**config.mk**
```make
export PLATFORM = sky130hd
export DESIGN_NAME = cspd_clock_stop_powerdown_control
export DESIGN_NICKNAME = d
export VERILOG_FILES = /design/src/shared/cspd_pkg.sv /design/src/design/cspd_clock_stop_powerdown_control.sv /design/src/design/cspd_gate.sv /design/src/design/cspd_sync.sv
export SDC_FILE = /design/constraint.sdc
export NUM_CORES = 1
export LEC_CHECK = 0
export BUFFER_PORTS_ARGS = -buffer_cell sky130_fd_sc_hd__buf_2
export CAP_MARGIN = 0
export CORE_ASPECT_RATIO = 0.7
export CORE_MARGIN = 2
export CORE_UTILIZATION = 30
export CTS_CLUSTER_DIAMETER = 30
export DETAILED_ROUTE_END_ITERATION = 10
export GPL_TIMING_DRIVEN = 1
export PLACE_DENSITY = 0.49
export SYNTH_ARGS = -nofsm -noshare
export SYNTH_HDL_FRONTEND = slang
export SYNTH_SLANG_ARGS = --single-unit
```
**constraint.sdc**
```tcl
create_clock -name clk_sys_i -period 3.1 [get_ports clk_sys_i]
set_input_delay 0.62 -clock clk_sys_i [delete_from_list [all_inputs] [get_ports clk_sys_i]]
set_output_delay 0.62 -clock clk_sys_i [all_outputs]
set_load 0.03 [all_outputs]
```
**src/shared/cspd_pkg.sv**
```systemverilog
// Package with constants and types for the clock stop and power-down control
package cspd_pkg;

    // Host family encodings
    localparam logic HOST_FAMILY_DIFF = 1'b1;
    localparam logic HOST_FAMILY_OD   = 1'b0;

    // Synchroniser depth
    localparam int SYNC_STAGES = 2;

    // Output counts
    localparam int HOST_PAIRS  = 2;
    localparam int BUS_OUTS    = 6;
    localparam int NUM_OUTS    = 16;

    // Drive codes for host true output: multiplier or doubled reference
    localparam logic [1:0] DRIVE_MULT   = 2'h0;
    localparam logic [1:0] DRIVE_DOUBLE = 2'h1;

    // Timing: clock period and latencies
    localparam int  CLK_PERIOD_PS      = 4000;
    localparam int  PD_EXIT_TIME_US    = 1500;
    localparam int  POWERUP_TIME_US    = 1500;
    localparam int  PD_EXIT_CYCLES     = (PD_EXIT_TIME_US * 1000000) / CLK_PERIOD_PS;
    localparam int  POWERUP_CYCLES     = (POWERUP_TIME_US * 1000000) / CLK_PERIOD_PS;
    localparam int  TIMER_W            = 20;

    // Reset values
    localparam logic [NUM_OUTS-1:0] OUT_EN_RESET = 16'hFFFF;

    // Top-level state
    typedef enum logic [3:0] {
        CSPD_POWERUP = 4'h1,
        CSPD_RUN     = 4'h2,
        CSPD_PD      = 4'h4,
        CSPD_WAKE    = 4'h8
    } cspd_state_t;

    // Status bundle
    typedef struct packed {
        logic pll_on;
        logic osc_on;
        logic serial_en;
        logic stable;
    } cspd_status_t;

endpackage : cspd_pkg

```
**src/design/cspd_clock_stop_powerdown_control.sv**
```systemverilog
// Clock stop and power-down control for a multi-output clock generator
`timescale 1ns/10ps
module cspd_clock_stop_powerdown_control
    import cspd_pkg::*;
#(
    parameter int HOST_DIV       = 2,
    parameter int BUS_DIV        = 8,
    parameter int PD_EXIT_CNT    = PD_EXIT_CYCLES,
    parameter int POWERUP_CNT    = POWERUP_CYCLES
) (
    input  wire logic                    clk_sys_i,
    input  wire logic                    rstn_i,
    input  wire logic                    host_family_select_i,
    input  wire logic                    host_clock_stop_n_i,
    input  wire logic                    bus_clock_stop_n_i,
    input  wire logic                    power_down_n_i,
    input  wire logic                    termination_power_good_n_i,
    input  wire logic [NUM_OUTS-1:0]     out_enable_i,
    output logic [HOST_PAIRS-1:0]        host_clk_true_o,
    output logic [HOST_PAIRS-1:0]        host_clk_comp_o,
    output logic [HOST_PAIRS-1:0]        host_clk_comp_oe_o,
    output logic [1:0]                   host_true_drive_o,
    output logic                         chipset_host_clk_comp_o,
    output logic [BUS_OUTS-1:0]          bus_clk_o,
    output logic                         bus_clk_free_o,
    output logic [NUM_OUTS-1:0]          out_enable_o,
    output logic                         mode_diff_o,
    output cspd_status_t                 status_o
);
    localparam int HDW = $clog2(HOST_DIV);
    localparam int BDW = $clog2(BUS_DIV);
    // Waits end early so sync, hand-over and first bus pulse still fit the ceiling
    localparam int START_SLACK  = BUS_DIV + 8;
    localparam int WAKE_LAST    = (PD_EXIT_CNT > START_SLACK)
                                  ? PD_EXIT_CNT - START_SLACK - 1 : 0;
    localparam int POWERUP_LAST = (POWERUP_CNT > START_SLACK)
                                  ? POWERUP_CNT - START_SLACK - 1 : 0;

    // Synchronised inputs
    logic host_stop_n_s;
    logic bus_stop_n_s;
    logic pd_n_s;
    logic pgood_n_s;

    // Stop, power-down and power-good inputs pass two flops on the system clock
    cspd_sync #(.RESET_VAL(1'b1)) u_sync_hstop (
        .clk_i  (clk_sys_i),
        .rstn_i (rstn_i),
        .d_i    (host_clock_stop_n_i),
        .q_o    (host_stop_n_s)
    );
    cspd_sync #(.RESET_VAL(1'b1)) u_sync_bstop (
        .clk_i  (clk_sys_i),
        .rstn_i (rstn_i),
        .d_i    (bus_clock_stop_n_i),
        .q_o    (bus_stop_n_s)
    );
    cspd_sync #(.RESET_VAL(1'b1)) u_sync_pd (
        .clk_i  (clk_sys_i),
        .rstn_i (rstn_i),
        .d_i    (power_down_n_i),
        .q_o    (pd_n_s)
    );
    cspd_sync #(.RESET_VAL(1'b1)) u_sync_pg (
        .clk_i  (clk_sys_i),
        .rstn_i (rstn_i),
        .d_i    (termination_power_good_n_i),
        .q_o    (pgood_n_s)
    );

    // Strap latch, caught after reset release
    logic mode_reg;
    logic mode_next;
    logic strap_done_reg;
    logic strap_done_next;
    logic pg_seen_reg;
    logic pg_seen_next;
    logic pg_prev_reg;
    logic pg_prev_next;

    // Mode strap taken once; power good acts only once
    always_comb begin
        mode_next       = mode_reg;
        strap_done_next = 1'b1;
        if (!strap_done_reg) begin
            mode_next = host_family_select_i;
        end
        pg_prev_next = pgood_n_s;
        pg_seen_next = pg_seen_reg;
        if (pg_prev_reg && !pgood_n_s) begin
            pg_seen_next = 1'b1;
        end
    end

    always_ff @(posedge clk_sys_i or negedge rstn_i) begin
        if (!rstn_i) begin
            mode_reg       <= HOST_FAMILY_DIFF;
            strap_done_reg <= 1'b0;
            pg_seen_reg    <= 1'b0;
            pg_prev_reg    <= 1'b1;
        end else begin
            mode_reg       <= mode_next;
            strap_done_reg <= strap_done_next;
            pg_seen_reg    <= pg_seen_next;
            pg_prev_reg    <= pg_prev_next;
        end
    end

    // Power good only matters in differential mode; open-drain ignores it
    logic pg_ok;
    assign pg_ok = pg_seen_reg || (mode_reg == HOST_FAMILY_OD);

    // Clock phase dividers stand in for the PLL outputs
    logic [HDW-1:0] hdiv_reg;
    logic [HDW-1:0] hdiv_next;
    logic [BDW-1:0] bdiv_reg;
    logic [BDW-1:0] bdiv_next;
    logic           pll_run;
    logic           host_phase;
    logic           bus_phase;
    logic           host_rise;

    // Dividers halt with the PLL in power-down
    always_comb begin
        hdiv_next = hdiv_reg;
        bdiv_next = bdiv_reg;
        if (pll_run) begin
            hdiv_next = hdiv_reg + 1'b1;
            bdiv_next = bdiv_reg + 1'b1;
        end
    end

    always_ff @(posedge clk_sys_i or negedge rstn_i) begin
        if (!rstn_i) begin
            hdiv_reg <= '0;
            bdiv_reg <= '0;
        end else begin
            hdiv_reg <= hdiv_next;
            bdiv_reg <= bdiv_next;
        end
    end

    assign host_phase = ~hdiv_reg[HDW-1];
    assign bus_phase  = ~bdiv_reg[BDW-1];
    // Rising edge of the complementary host clock, as seen internally
    assign host_rise  = pll_run && (hdiv_reg == HDW'(HOST_DIV / 2 - 1));

    // Two-edge qualifiers for host stop and power-down
    logic [1:0] hstop_cnt_reg;
    logic [1:0] hstop_cnt_next;
    logic [1:0] pd_cnt_reg;
    logic [1:0] pd_cnt_next;

    // Low level must be seen on two rising complementary edges
    always_comb begin
        hstop_cnt_next = hstop_cnt_reg;
        pd_cnt_next    = pd_cnt_reg;
        if (host_stop_n_s) begin
            hstop_cnt_next = 2'h0;
        end else if (host_rise && hstop_cnt_reg != 2'h2) begin
            hstop_cnt_next = hstop_cnt_reg + 2'h1;
        end
        if (pd_n_s) begin
            pd_cnt_next = 2'h0;
        end else if (host_rise && pd_cnt_reg != 2'h2) begin
            pd_cnt_next = pd_cnt_reg + 2'h1;
        end
    end

    always_ff @(posedge clk_sys_i or negedge rstn_i) begin
        if (!rstn_i) begin
            hstop_cnt_reg <= 2'h0;
            pd_cnt_reg    <= 2'h0;
        end else begin
            hstop_cnt_reg <= hstop_cnt_next;
            pd_cnt_reg    <= pd_cnt_next;
        end
    end

    // Main power state machine
    cspd_state_t      state_reg;
    cspd_state_t      state_next;
    logic [TIMER_W-1:0] timer_reg;
    logic [TIMER_W-1:0] timer_next;
    logic             gate_idle;

    // Power-up wait, run, power-down and wake latency
    always_comb begin
        state_next = state_reg;
        timer_next = timer_reg;
        unique case (state_reg)
            CSPD_POWERUP: begin
                timer_next = timer_reg + 1'b1;
                if (timer_reg >= TIMER_W'(POWERUP_LAST) && pg_ok) begin
                    state_next = CSPD_RUN;
                    timer_next = '0;
                end
            end
            CSPD_RUN: begin
                // Wait for every gate to settle low before PLL shutdown
                if (pd_cnt_reg == 2'h2 && gate_idle) begin
                    state_next = CSPD_PD;
                end
            end
            CSPD_PD: begin
                if (pd_n_s) begin
                    state_next = CSPD_WAKE;
                    timer_next = '0;
                end
            end
            CSPD_WAKE: begin
                // Oscillator and PLL relock, kept under the latency ceiling
                timer_next = timer_reg + 1'b1;
                if (!pd_n_s) begin
                    state_next = CSPD_PD;
                end else if (timer_reg >= TIMER_W'(WAKE_LAST)) begin
                    state_next = CSPD_RUN;
                    timer_next = '0;
                end
            end
            default: begin
                state_next = CSPD_POWERUP;
                timer_next = '0;
            end
        endcase
    end

    always_ff @(posedge clk_sys_i or negedge rstn_i) begin
        if (!rstn_i) begin
            state_reg <= CSPD_POWERUP;
            timer_reg <= '0;
        end else begin
            state_reg <= state_next;
            timer_reg <= timer_next;
        end
    end

    logic running;
    logic pd_pending;
    assign running    = (state_reg == CSPD_RUN);
    assign pd_pending = (pd_cnt_reg == 2'h2);
    // Oscillator and PLL are off only in power-down
    assign pll_run    = (state_reg != CSPD_PD);

    // Run requests per output; power-down overrides all
    logic [NUM_OUTS-1:0] run_req;
    logic [NUM_OUTS-1:0] gate_out;
    logic                host_stop;
    assign host_stop = (hstop_cnt_reg == 2'h2);

    // Output map: 0..1 host pairs, 2 chipset, 3..8 bus, 9..15 spare; free bus clock has its own flop
    genvar gi;
    generate
        for (gi = 0; gi < NUM_OUTS; gi++) begin : g_out
            logic is_host;
            logic is_bus;
            logic phase;
            logic rest_hi;
            assign is_host = (gi < HOST_PAIRS);
            assign is_bus  = (gi >= 3) && (gi < 3 + BUS_OUTS);
            assign phase   = (gi < 3) ? host_phase : bus_phase;
            // Host pairs rest high on host stop, but low in power-down
            assign rest_hi = is_host && host_stop && !pd_pending;
            assign run_req[gi] = running && !pd_pending && out_enable_i[gi]
                                 && !(is_host && host_stop)
                                 && !(is_bus && !bus_stop_n_s);
            // Gating only at phase boundaries keeps full high phases
            cspd_gate u_gate (
                .clk_i       (clk_sys_i),
                .rstn_i      (rstn_i),
                .phase_i     (phase),
                .run_i       (run_req[gi]),
                .rest_high_i (rest_hi),
                .clk_o       (gate_out[gi])
            );
        end
    endgenerate

    // All outputs low before the PLLs stop
    assign gate_idle = (gate_out == '0);

    // Free-running bus clock ignores bus stop; still stops in power-down
    logic free_reg;
    logic free_next;
    always_comb begin
        free_next = 1'b0;
        if (pll_run && state_reg != CSPD_POWERUP && !pd_pending) begin
            free_next = bus_phase;
        end
    end

    always_ff @(posedge clk_sys_i or negedge rstn_i) begin
        if (!rstn_i) begin
            free_reg <= 1'b0;
        end else begin
            free_reg <= free_next;
        end
    end

    // Host drive and complement enable registered
    logic [1:0]            drive_reg;
    logic [1:0]            drive_next;
    logic [HOST_PAIRS-1:0] comp_oe_reg;
    logic [HOST_PAIRS-1:0] comp_oe_next;
    logic [HOST_PAIRS-1:0] comp_reg;
    logic [HOST_PAIRS-1:0] comp_next;

    always_comb begin
        drive_next = DRIVE_MULT;
        if (mode_reg == HOST_FAMILY_DIFF && state_reg == CSPD_PD) begin
            drive_next = DRIVE_DOUBLE;
        end
        for (int i = 0; i < HOST_PAIRS; i++) begin
            // Complement floats only once the true output sits at its high rest;
            // a high phase of a still running pair must not release it
            comp_oe_next[i] = !(host_stop && !pd_pending && gate_out[i]
                                && (host_phase || !comp_oe_reg[i]));
            comp_next[i]    = comp_oe_next[i] && run_req[i] ? ~host_phase : 1'b0;
        end
    end

    always_ff @(posedge clk_sys_i or negedge rstn_i) begin
        if (!rstn_i) begin
            drive_reg   <= DRIVE_MULT;
            comp_oe_reg <= '1;
            comp_reg    <= '0;
        end else begin
            drive_reg   <= drive_next;
            comp_oe_reg <= comp_oe_next;
            comp_reg    <= comp_next;
        end
    end

    // Output assignments
    assign host_clk_true_o         = gate_out[HOST_PAIRS-1:0];
    assign host_clk_comp_o         = comp_reg;
    assign host_clk_comp_oe_o      = comp_oe_reg;
    assign host_true_drive_o       = drive_reg;
    assign chipset_host_clk_comp_o = gate_out[2];
    assign bus_clk_o               = gate_out[3 +: BUS_OUTS];
    assign bus_clk_free_o          = free_reg;
    assign out_enable_o            = out_enable_i;
    assign mode_diff_o             = mode_reg;
    // Serial interface off while shut down
    assign status_o.pll_on         = pll_run;
    assign status_o.osc_on         = pll_run;
    assign status_o.serial_en      = (state_reg != CSPD_PD);
    assign status_o.stable         = running;
endmodule // cspd_clock_stop_powerdown_control

```
**src/design/cspd_gate.sv**
```systemverilog
// Glitch-free gate for one divided clock output, stops low or high
`timescale 1ns/10ps
module cspd_gate
    import cspd_pkg::*;
(
    input  wire logic clk_i,
    input  wire logic rstn_i,
    input  wire logic phase_i,
    input  wire logic run_i,
    input  wire logic rest_high_i,
    output logic      clk_o
);
    logic out_reg;
    logic out_next;
    logic run_reg;
    logic run_next;

    // Run state changes only at the phase boundary matching the rest level,
    // so no pulse is ever shortened or stretched
    always_comb begin
        run_next = run_reg;
        if (phase_i == rest_high_i) begin
            run_next = run_i;
        end
        out_next = run_next ? phase_i : rest_high_i;
    end

    always_ff @(posedge clk_i or negedge rstn_i) begin
        if (!rstn_i) begin
            run_reg <= 1'b0;
            out_reg <= 1'b0;
        end else begin
            run_reg <= run_next;
            out_reg <= out_next;
        end
    end

    assign clk_o = out_reg;
endmodule // cspd_gate

```
**src/design/cspd_sync.sv**
```systemverilog
// Two-flop synchroniser for an asynchronous level
`timescale 1ns/10ps
module cspd_sync
    import cspd_pkg::*;
#(
    parameter logic RESET_VAL = 1'b1
) (
    input  wire logic clk_i,
    input  wire logic rstn_i,
    input  wire logic d_i,
    output logic      q_o
);
    logic meta_reg;
    logic q_reg;
    logic meta_next;
    logic q_next;

    // Only the second flop is seen outside
    always_comb begin
        meta_next = d_i;
        q_next    = meta_reg;
    end

    always_ff @(posedge clk_i or negedge rstn_i) begin
        if (!rstn_i) begin
            meta_reg <= RESET_VAL;
            q_reg    <= RESET_VAL;
        end else begin
            meta_reg <= meta_next;
            q_reg    <= q_next;
        end
    end

    assign q_o = q_reg;
endmodule // cspd_sync

```
* After elaboration in Yosys (flattened, before gate mapping)
Index checks and enable logic that the tools add are counted.
** Word-level totals
- Bits of input ports :: 23
- Word-level logic and storage cells :: 186
- Output and inout port bits :: 37
- Bits in registers :: 82
** Cells by class
- Bitwise logic cells :: 4
- Reduce and logical (&&, ||, !) cells :: 56
- Mux-type cells :: 51
- Order comparisons :: 1
- Equality and inequality tests :: 15
- Add/sub/neg operators :: 5
** Operators with widths (number)
- $mux W20 :: 4
- $pmux W20 S4 :: 1
- $logic_and A1 B1 Y1 :: 41
- $mux W1 :: 36
- $add A20 B1 Y20 const B :: 1
- $ge A20 B19 Y1 const B :: 1
- $mux W4 :: 5
- $logic_not A16 Y1 :: 1
- $pmux W4 S4 :: 1
- $mux W2 :: 4
- $logic_not A1 Y1 :: 7
- $ne A2 B2 Y1 const B :: 3
- $add A2 B1 Y2 const B :: 2
- $eq A2 B2 Y1 const B :: 2
- $eq A4 B1 Y1 const B :: 1
- $eq A4 B2 Y1 const B :: 1
- $eq A4 B3 Y1 const B :: 1
- $eq A4 B4 Y1 const B :: 1
- $ne A2 B1 Y1 const B :: 2
- $ne A4 B1 Y1 const B :: 1
- $ne A4 B3 Y1 const B :: 1
- $not A1 Y1 :: 4
- $reduce_and A4 Y1 :: 1
- $reduce_bool A2 Y1 :: 2
- 6 further kinds :: 8

* Depth between registers and ports, before layout
Gate-level depths: netlist (run 1).
- Depth after elaboration :: 8
- Depth in mapped cells :: 8
- Depth with buffers taken out :: 8

* Hierarchy
A second synthesis (run 1) with hierarchy kept.
** Unflattened totals
- Cells, all modules :: 367
- Area, all modules :: 4170.2 sq um
** Modules (own cells, without submodules)
- cspd_clock_stop_powerdown_control :: cells an instance 279, seq. area each 1057.3 sq um, times used 1, area each 2658.8 sq um
- cspd_gate :: cells an instance 5, seq. area each 50.0 sq um, times used 16, area each 81.3 sq um
- cspd_sync :: cells an instance 2, seq. area each 52.6 sq um, times used 4, area each 52.6 sq um

* Worst setup path after synthesis (run 1)
Ideal clock, no wire load.
- Path type :: register to output
- Start point :: reg state_reg[1]
- End point :: out status_o[1] (netlist name)
- Data arrival time :: 1.486 ns
- Buffers on the path :: 2
- Slack :: 0.994 ns
- Stages on the path, launching flop included :: 5
- Cells stage by stage :: dfrtp_1 -> clkbuf_1 -> nor4b_2 -> inv_1 -> buf_4
** On the way
- Word-level cells in the longest chain between the ends :: 1
** RTL lines
- from (decl) :: RTL line cspd_clock_stop_powerdown_control.sv:181 : cspd_state_t state_reg;
- from (signal assigned) :: RTL line cspd_clock_stop_powerdown_control.sv:233 : state_reg <= state_next;
- $ne A4 B3 Y1
- to (decl) :: RTL line cspd_clock_stop_powerdown_control.sv:28 : output cspd_status_t status_o
No other way between the ends.

==> results of run 1 <==
[per-layer routing]
metal	routed length [um]	vias to the layer above	track usage (%)
met5	0	-	0
met4	97	0	3.37
met3	306	8	4.51
met2	2970	39	15.8
met1	3750	1177	17.8
li1	-	1213	-
[worst min-delay path by stage]
| stage | start | end | cells past startpoint |
|---|---|---|---|
| after floorplan | rstn_i | asynchronous set/reset pin | 0 |
| after global placement | u_sync_hstop.meta_reg$_DFF_PN1_ | u_sync_hstop.q_o$_DFF_PN1_ | 0 |
| after detailed placement | u_sync_pg.meta_reg$_DFF_PN1_ | u_sync_pg.q_o$_DFF_PN1_ | 0 |
| after CTS | u_sync_pg.meta_reg$_DFF_PN1_ | u_sync_pg.q_o$_DFF_PN1_ | 0 |
| after global routing | bus_clock_stop_n_i | u_sync_bstop.meta_reg$_DFF_PN1_ | 1 |
| final | u_sync_pg.meta_reg$_DFF_PN1_ | u_sync_pg.q_o$_DFF_PN1_ | 0 |
[where the power goes]
part / internal [mW] / total (mW) / switching (mW)
clock: 0.710 / 1.14 / 0.433
combinational: 0.0293 / 0.0992 / 0.0698
sequential: 1.09 / 1.10 / 0.0101
total: 1.83 / 2.34 / 0.513
[cells by family (layout without fill, tap and decap cells)]
group	Yosys count	in the layout	share of synthesized area (%)
buffers and inverters	46	85	7.71
flip-flops	82	82	55.9
adder cells (fa/ha/maj)	4	4	1.35
AND/OR/NAND/NOR	131	131	18.4
XOR/XNOR	14	14	3.32
multiplexers	5	5	1.42
AO/OA/AOI/OAI	57	57	11.7
other	2	2	0.203
[worst register-to-register path, stage by stage (launching register included)]
cell and delay [ps]:
dfrtp_1 390, inv_1 60, ha_1 250, nor4b_1 240
nand4_1 120, o31ai_1 510, nand2b_1 110, a21oi_1 480
nor2_1 110
[layout make-up]
| cell class | count | area share [%] |
|---|---|---|
| inverter | 9 | 0.790 |
| clock buffer | 9 | 5.27 |
| tap | 157 | 4.59 |
| multi-input combinational | 213 | 31.5 |
| clock inverter | 7 | 2.31 |
| timing repair buffer | 60 | 7.20 |
| sequential | 82 | 48.4 |
[cells in the mapped netlist, types with 2 or more instances]
| cell | instances |
|---|---|
| clkbuf_1 | 5 |
| a21o_1 | 12 |
| conb_1 | 2 |
| a21oi_2 | 2 |
| or3_1 | 3 |
| buf_2 | 3 |
| nand4_1 | 4 |
| dfrtp_1 | 69 |
| nand2_1 | 37 |
| a31o_2 | 8 |
| a22oi_1 | 2 |
| nand2b_1 | 6 |
| buf_4 | 29 |
| mux2i_1 | 3 |
| dfstp_2 | 13 |
| nor2b_1 | 18 |
| nand3_1 | 5 |
| o21ai_0 | 8 |
| xnor2_1 | 11 |
| or4b_2 | 2 |
| nor2_1 | 27 |
| inv_1 | 9 |
| mux2_2 | 2 |
| a21oi_1 | 3 |
| o22ai_1 | 8 |
| o21a_1 | 2 |
| xor2_1 | 3 |
| nor3_1 | 9 |
| nor4_1 | 2 |
| ha_1 | 4 |
| and2_1 | 9 |
[per-stage QoR]
step	hold WS [ps]	cells	power (mW)	setup slack (ps)
6_report	355	537	2.34	688
5_1_grt	360	537	2.44	263
4_1_cts	356	537	2.39	663
3_5_place_dp	347	521	1.22	675
3_3_place_gp	345	521	1.22	806
2_1_floorplan	324	341	1.18	994
==> summary.md, run 1 <==
| Metric | Value |
|---|---|
| Outcome | complete, no violations |
| Sink Count | 82 |
| Netlist cell types | 52 |
| CP max stage delay | 720 ps |
| Slowest-stage cell, CP | or4b_2 |
| FMAX | 415 MHz |
| TritonCTS clock tree | done |
| Fin Setup TNS | 0 ps |
| Largest net degree at the start of global routing | 83 |
| Pre-antenna DRT Iters | 4 |
| Post-CTS Resized | 0 |
| Commonest non-fill, non-tap cell in the layout | dfrtp_1 |
| Post-route clock period utilization | between 70% and 80% |
| Clock skew | 6.04 ps |
| Core area | 11,900 um^2 |
| Area of the multi-input gates | 1350 um^2 |
| Internal reg-to-reg setup slack | 690 ps |
| Least-Margin Pin Slew | 1030 ps |
| RSZ-0062 raised after global routing | false |
| Avg Inst Size Synth | 10.8 um^2 |
| Ranking of synthesized cells by area | dfrtp_1, dfstp_2, buf_4 |
| DRC Markers | 0 |
| GRT Util Overall | a little under an eighth |
| # rows | 33 |
| CP Buf/Inv Count | 2 |
| Final Setup Violations | 0 |
| Core Util, Final | around 36% |
| # hold bufs at CTS | 0 |
| Clock Pin Slew Worst Setup and Hold Paths | 60 ps |
| Most frequent cells in the layout | dfrtp_1, buf_2, nand2_1, nor2_1, nor2b_1 |
| Ys async rst share | 100% |
| Power per cell area | approximately 550 nW/um^2 |
| Maxcap violations | 0 |
| WP data required | 2480 ps |
| Number of diodes | 0 |
| WL per Instance | roughly 13 um |
| Share of cells above drive strength 1 | between 20% and 30% |
| Cells along the critical path | or4b_2, inv_1, buf_2 |
| Post-synth EDFFs | 0 |
| RR Endpoint | timer_reg[7]$_DFFE_PN0P_ |
| Cell area after layout | 4280 um^2 |
| Post-CTS Setup Repair Bufs | 0 |
| IO Count | 60 |
| End of the critical path | status_o[0] |
| CTS Buf Count | 9 |
| Critical path depth in cells | 3 |
| Clk root buf | clkbuf_16 |
| Reg area | between 2000 and 2500 um^2 |
| Final Hold Vio Count | 0 |
| Critical path launch point | state_reg[3]$_DFFE_PN0P_ |
| Critical path class | register to output pin |
| CP Data Arrival Time | 1790 ps |
| GRT overflow | 0 |
| Vias | about 2.4k |
| DIE AREA | around 13,000 um^2 |
| Syn Nets | 368 |
| GPL Wtd Cong | 0.778 |
| Vias per cell | 4.54 |
| Cell Area, Placed | between 3000 and 4000 um^2 |
| Worst r2r path cells | 8 |
| Crit end category | output pin |
| CP Max Fanout | 7 |
| Initial Utilization | a little under a third |
| HP Class | register to register |
| # nets final | 402 |
| Slew margin rel. | 31.3% |
| Clk_lat worst skew | 340 ps |
| Initial drt markers | 100 |
| DIE HEIGHT | 96.9 um |
| Syn-to-layout area delta | 15.6% |
| Area leader, netlist | dfrtp_1 |
| Synthesis warning total | 0 |
| Seq cells post-synth | 82 |
| Final antenna-violating net count | 0 |
| Worst VDD drop | between 200 and 300 uV |
| Worst reg2reg path startpoint | pd_cnt_reg[0]$_DFFE_PN0P_ |
| Main synth FF type | dfrtp_1 |
| DPL Wire Length | 4960 um |
| Area of the mapped netlist | about 3700 um^2 |
| Post-synth top area share | 46.7% |
| Setup crit start kind | register |
| IO Port Bufs | 58 |
| Final Routed Wirelength | 7130 um |
| Fin crit period | 2410 ps |
| Initial antenna violation count | 0 |
| Fill count | ~1.2k |
| Die width | 137 um |
| First-pass GRT wire length | 12,200 um |
| Vias in the first global route | 2,389 |
| Slew Viols, Final | 0 |
| LEAKAGE | 2.13 nW |
| Delay-heaviest family, CP | simple AND/OR/NAND/NOR gates |
| Post-Syn Instances | 341 |
| Max H-tree Level | 3 |
| Maximum buffer depth of the clock tree | 2 |
| Post-synthesis sequential area ratio | 55.9% |
No activity file was read; power rests on OpenSTA's default activity.
==> inputs of run 2 (changes only) <==
Settings changed: PLACE_DENSITY 0.49 to 0.5.
Clock period 3.1 ns to 2.2 ns, I/O delays scaled along.
==> summary.md, run 2 (synthesized netlist as in run 1, its figures left out) <==
| Metric | Value |
|---|---|
| Power per cell area | between 700 and 800 nW/um^2 |
| Reg area | 2070 um^2 |
| Final Routed Wirelength | slightly above 7000 um |
| Critical path launch point | timer_reg[17]$_DFFE_PN0P_ |
| Number of diodes | 0 |
| CP Data Arrival Time | 2280 ps |
| Max H-tree Level | 3 |
| Sink Count | 82 |
| Syn-to-layout area delta | 20.7% |
| TritonCTS clock tree | done |
| # hold bufs at CTS | 0 |
| Die width | 137 um |
| Cells along the critical path | or4b_4, o31ai_4, a21oi_2, or2_1, a221o_1 |
| GRT overflow | 0 |
| FMAX | approximately 480 MHz |
| Slowest-stage cell, CP | or4b_4 |
| Initial Utilization | a little under a third |
| WL per Instance | between 10 and 15 um |
| DIE HEIGHT | 96.9 um |
| Maximum buffer depth of the clock tree | 2 |
| Final Hold Vio Count | 0 |
| LEAKAGE | 2.25 nW |
| Vias per cell | 4.44 |
| Core Util, Final | 37.7% |
| Flop pwr share | 47.5% |
| Setup crit start kind | register |
| CP Buf/Inv Count | 0 |
| Slew margin rel. | between 60% and 70% |
| Post-route clock period utilization | 93.8% |
| Cell internal pwr | between 2 and 3 mW |
| CP Max Fanout | 5 |
| Largest net degree at the start of global routing | 45 |
| Share of cells above drive strength 1 | about a third |
| Delay-heaviest family, CP | simple AND/OR/NAND/NOR gates |
| Core area | around 12,000 um^2 |
| Final Setup Violations | 0 |
| DIE AREA | around 13,000 um^2 |
| Total power | 3.27 mW |
| Initial antenna violation count | 0 |
| IO Count | 60 |
| CP max stage delay | ~560 ps |
| Commonest non-fill, non-tap cell in the layout | dfrtp_1 |
| WP data required | ~2400 ps |
| Final antenna-violating net count | 0 |
| Area of the multi-input gates | 1350 um^2 |
| Comb pwr share | 4.4% |
| Worst reg2reg path startpoint | timer_reg[17]$_DFFE_PN0P_ |
| Clk_lat worst skew | ~330 ps |
| Met2 usage | 15.6% |
| Busiest grt layer | met1 |
| CTS Buf Count | 9 |
| # nets final | 425 |
| Fin Setup TNS | 0 ps |
| DPL Wire Length | 5360 um |
| Critical path class | register to register |
| # rows | 33 |
| Clock power frac | 48.1% |
| Fin crit period | about 2100 ps |
| Met1 usage | around 18% |
| Outcome | complete, no violations |
| Most frequent cells in the layout | dfrtp_1, buf_2, nand2_1, nor2_1, buf_4 |
| Initial drt markers | 129 |
| Worst VDD drop | between 300 and 400 uV |
| Least-Margin Pin Slew | roughly 590 ps |
| RSZ-0062 raised after global routing | true |
| Clk root buf | clkbuf_16 |
| GPL Wtd Cong | 0.775 |
| Crit end category | register |
| HP Class | input port to asynchronous set/reset pin |
| Clock skew | 5.88 ps |
| GRT Util Overall | 11.8% |
| Vias | 2,484 |
| Switching power | 0.687 mW |
| Vias in the first global route | 2,452 |
| Sw Share | between 20% and 30% |
| Maxcap violations | 0 |
| Slew Viols, Final | 0 |
| Global routing met3 resource utilization | about 3.7% |
| Clock Pin Slew Worst Setup and Hold Paths | 60 ps |
| IO Port Bufs | slightly below 60 |
| DRC Markers | 0 |
| Fill count | 1,145 |
| Pre-antenna DRT Iters | 6 |
| First-pass GRT wire length | 12,100 um |
run 2: cell count changes in the layout (fill, tap and decap cells not counted), sizes merged:
| cell | change |
|---|---|
| inv | -1 |
| clkbuf | +1 |
| buf | +23 |
run 2: repair_timing:
item / CTS / global route
gates resized for setup: 3 / 1
cloned: 0 / 0
endpoints found under the hold margin: 0 / 0
setup buffers: 0 / 1
setup endpoints to repair: 1 / 7
run 2: power groups by stage:
stage / logic (mW) / clock network [mW] / registers (mW)
6_report: 0.145 / 1.57 / 1.55
5_1_grt: 0.163 / 1.68 / 1.55
4_1_cts: 0.150 / 1.62 / 1.55
3_5_place_dp: 0.149 / 0 / 1.58
3_3_place_gp: 0.148 / 0 / 1.58
2_1_floorplan: 0.0880 / 0 / 1.58
run 2: metrics by stage:
stage / hold slack, ps / std cells / setup slack (ps) / area (um^2)
after floorplan: 144 / 341 / 174 / 3700
after global placement: 345 / 543 / 173 / 4130
after detailed placement: 347 / 543 / 113 / 4130
after CTS: 108 / 559 / 27.2 / 4450
after global routing: 130 / 560 / -1.55 / 4460
final: 92.5 / 560 / 137 / 4460
run 2: final timing paths:
check / endpoint / depth (start not counted) / slack, ps
worst max-delay path: timer_reg[19]$_DFFE_PN0P_ / 5 / 140
worst min-delay path: pg_seen_reg$_DFFE_PN0P_ / 1 / 90
worst max register to register: timer_reg[19]$_DFFE_PN0P_ / 5 / 140
worst min register to register: u_sync_bstop.q_o$_DFF_PN1_ / 0 / 360
max in group asynchronous: timer_reg[2]$_DFFE_PN0P_ / 2 / 1420
min in group clk_sys_i: u_sync_pg.meta_reg$_DFF_PN1_ / 1 / 200
run 2: per-layer routing:
layer | vias to the layer above | part of all wire, %
met1 | 1183 | 55
met4 | 0 | 0.94
met2 | 40 | 40
met5 | - | 0
met3 | 6 | 4.4
li1 | 1255 | -
run 2: area by class of cell:
cell class              instances  area share, %
multi-input cells             213           30.2
repair buffers                 83           11.1
inverters                       9          0.757
clock inverters                 6           2.02
clock buffers                  10           5.13
well taps                     157           4.40
flip-flops and latches         82           46.4
run 2: worst reg2reg max path, delay by kind of cell, from the launching register on:
family             cells  cell delay, ps
AOI/OAI and AO/OA      3             690
DFF                    1             420
and+or+nand+nor        2             830
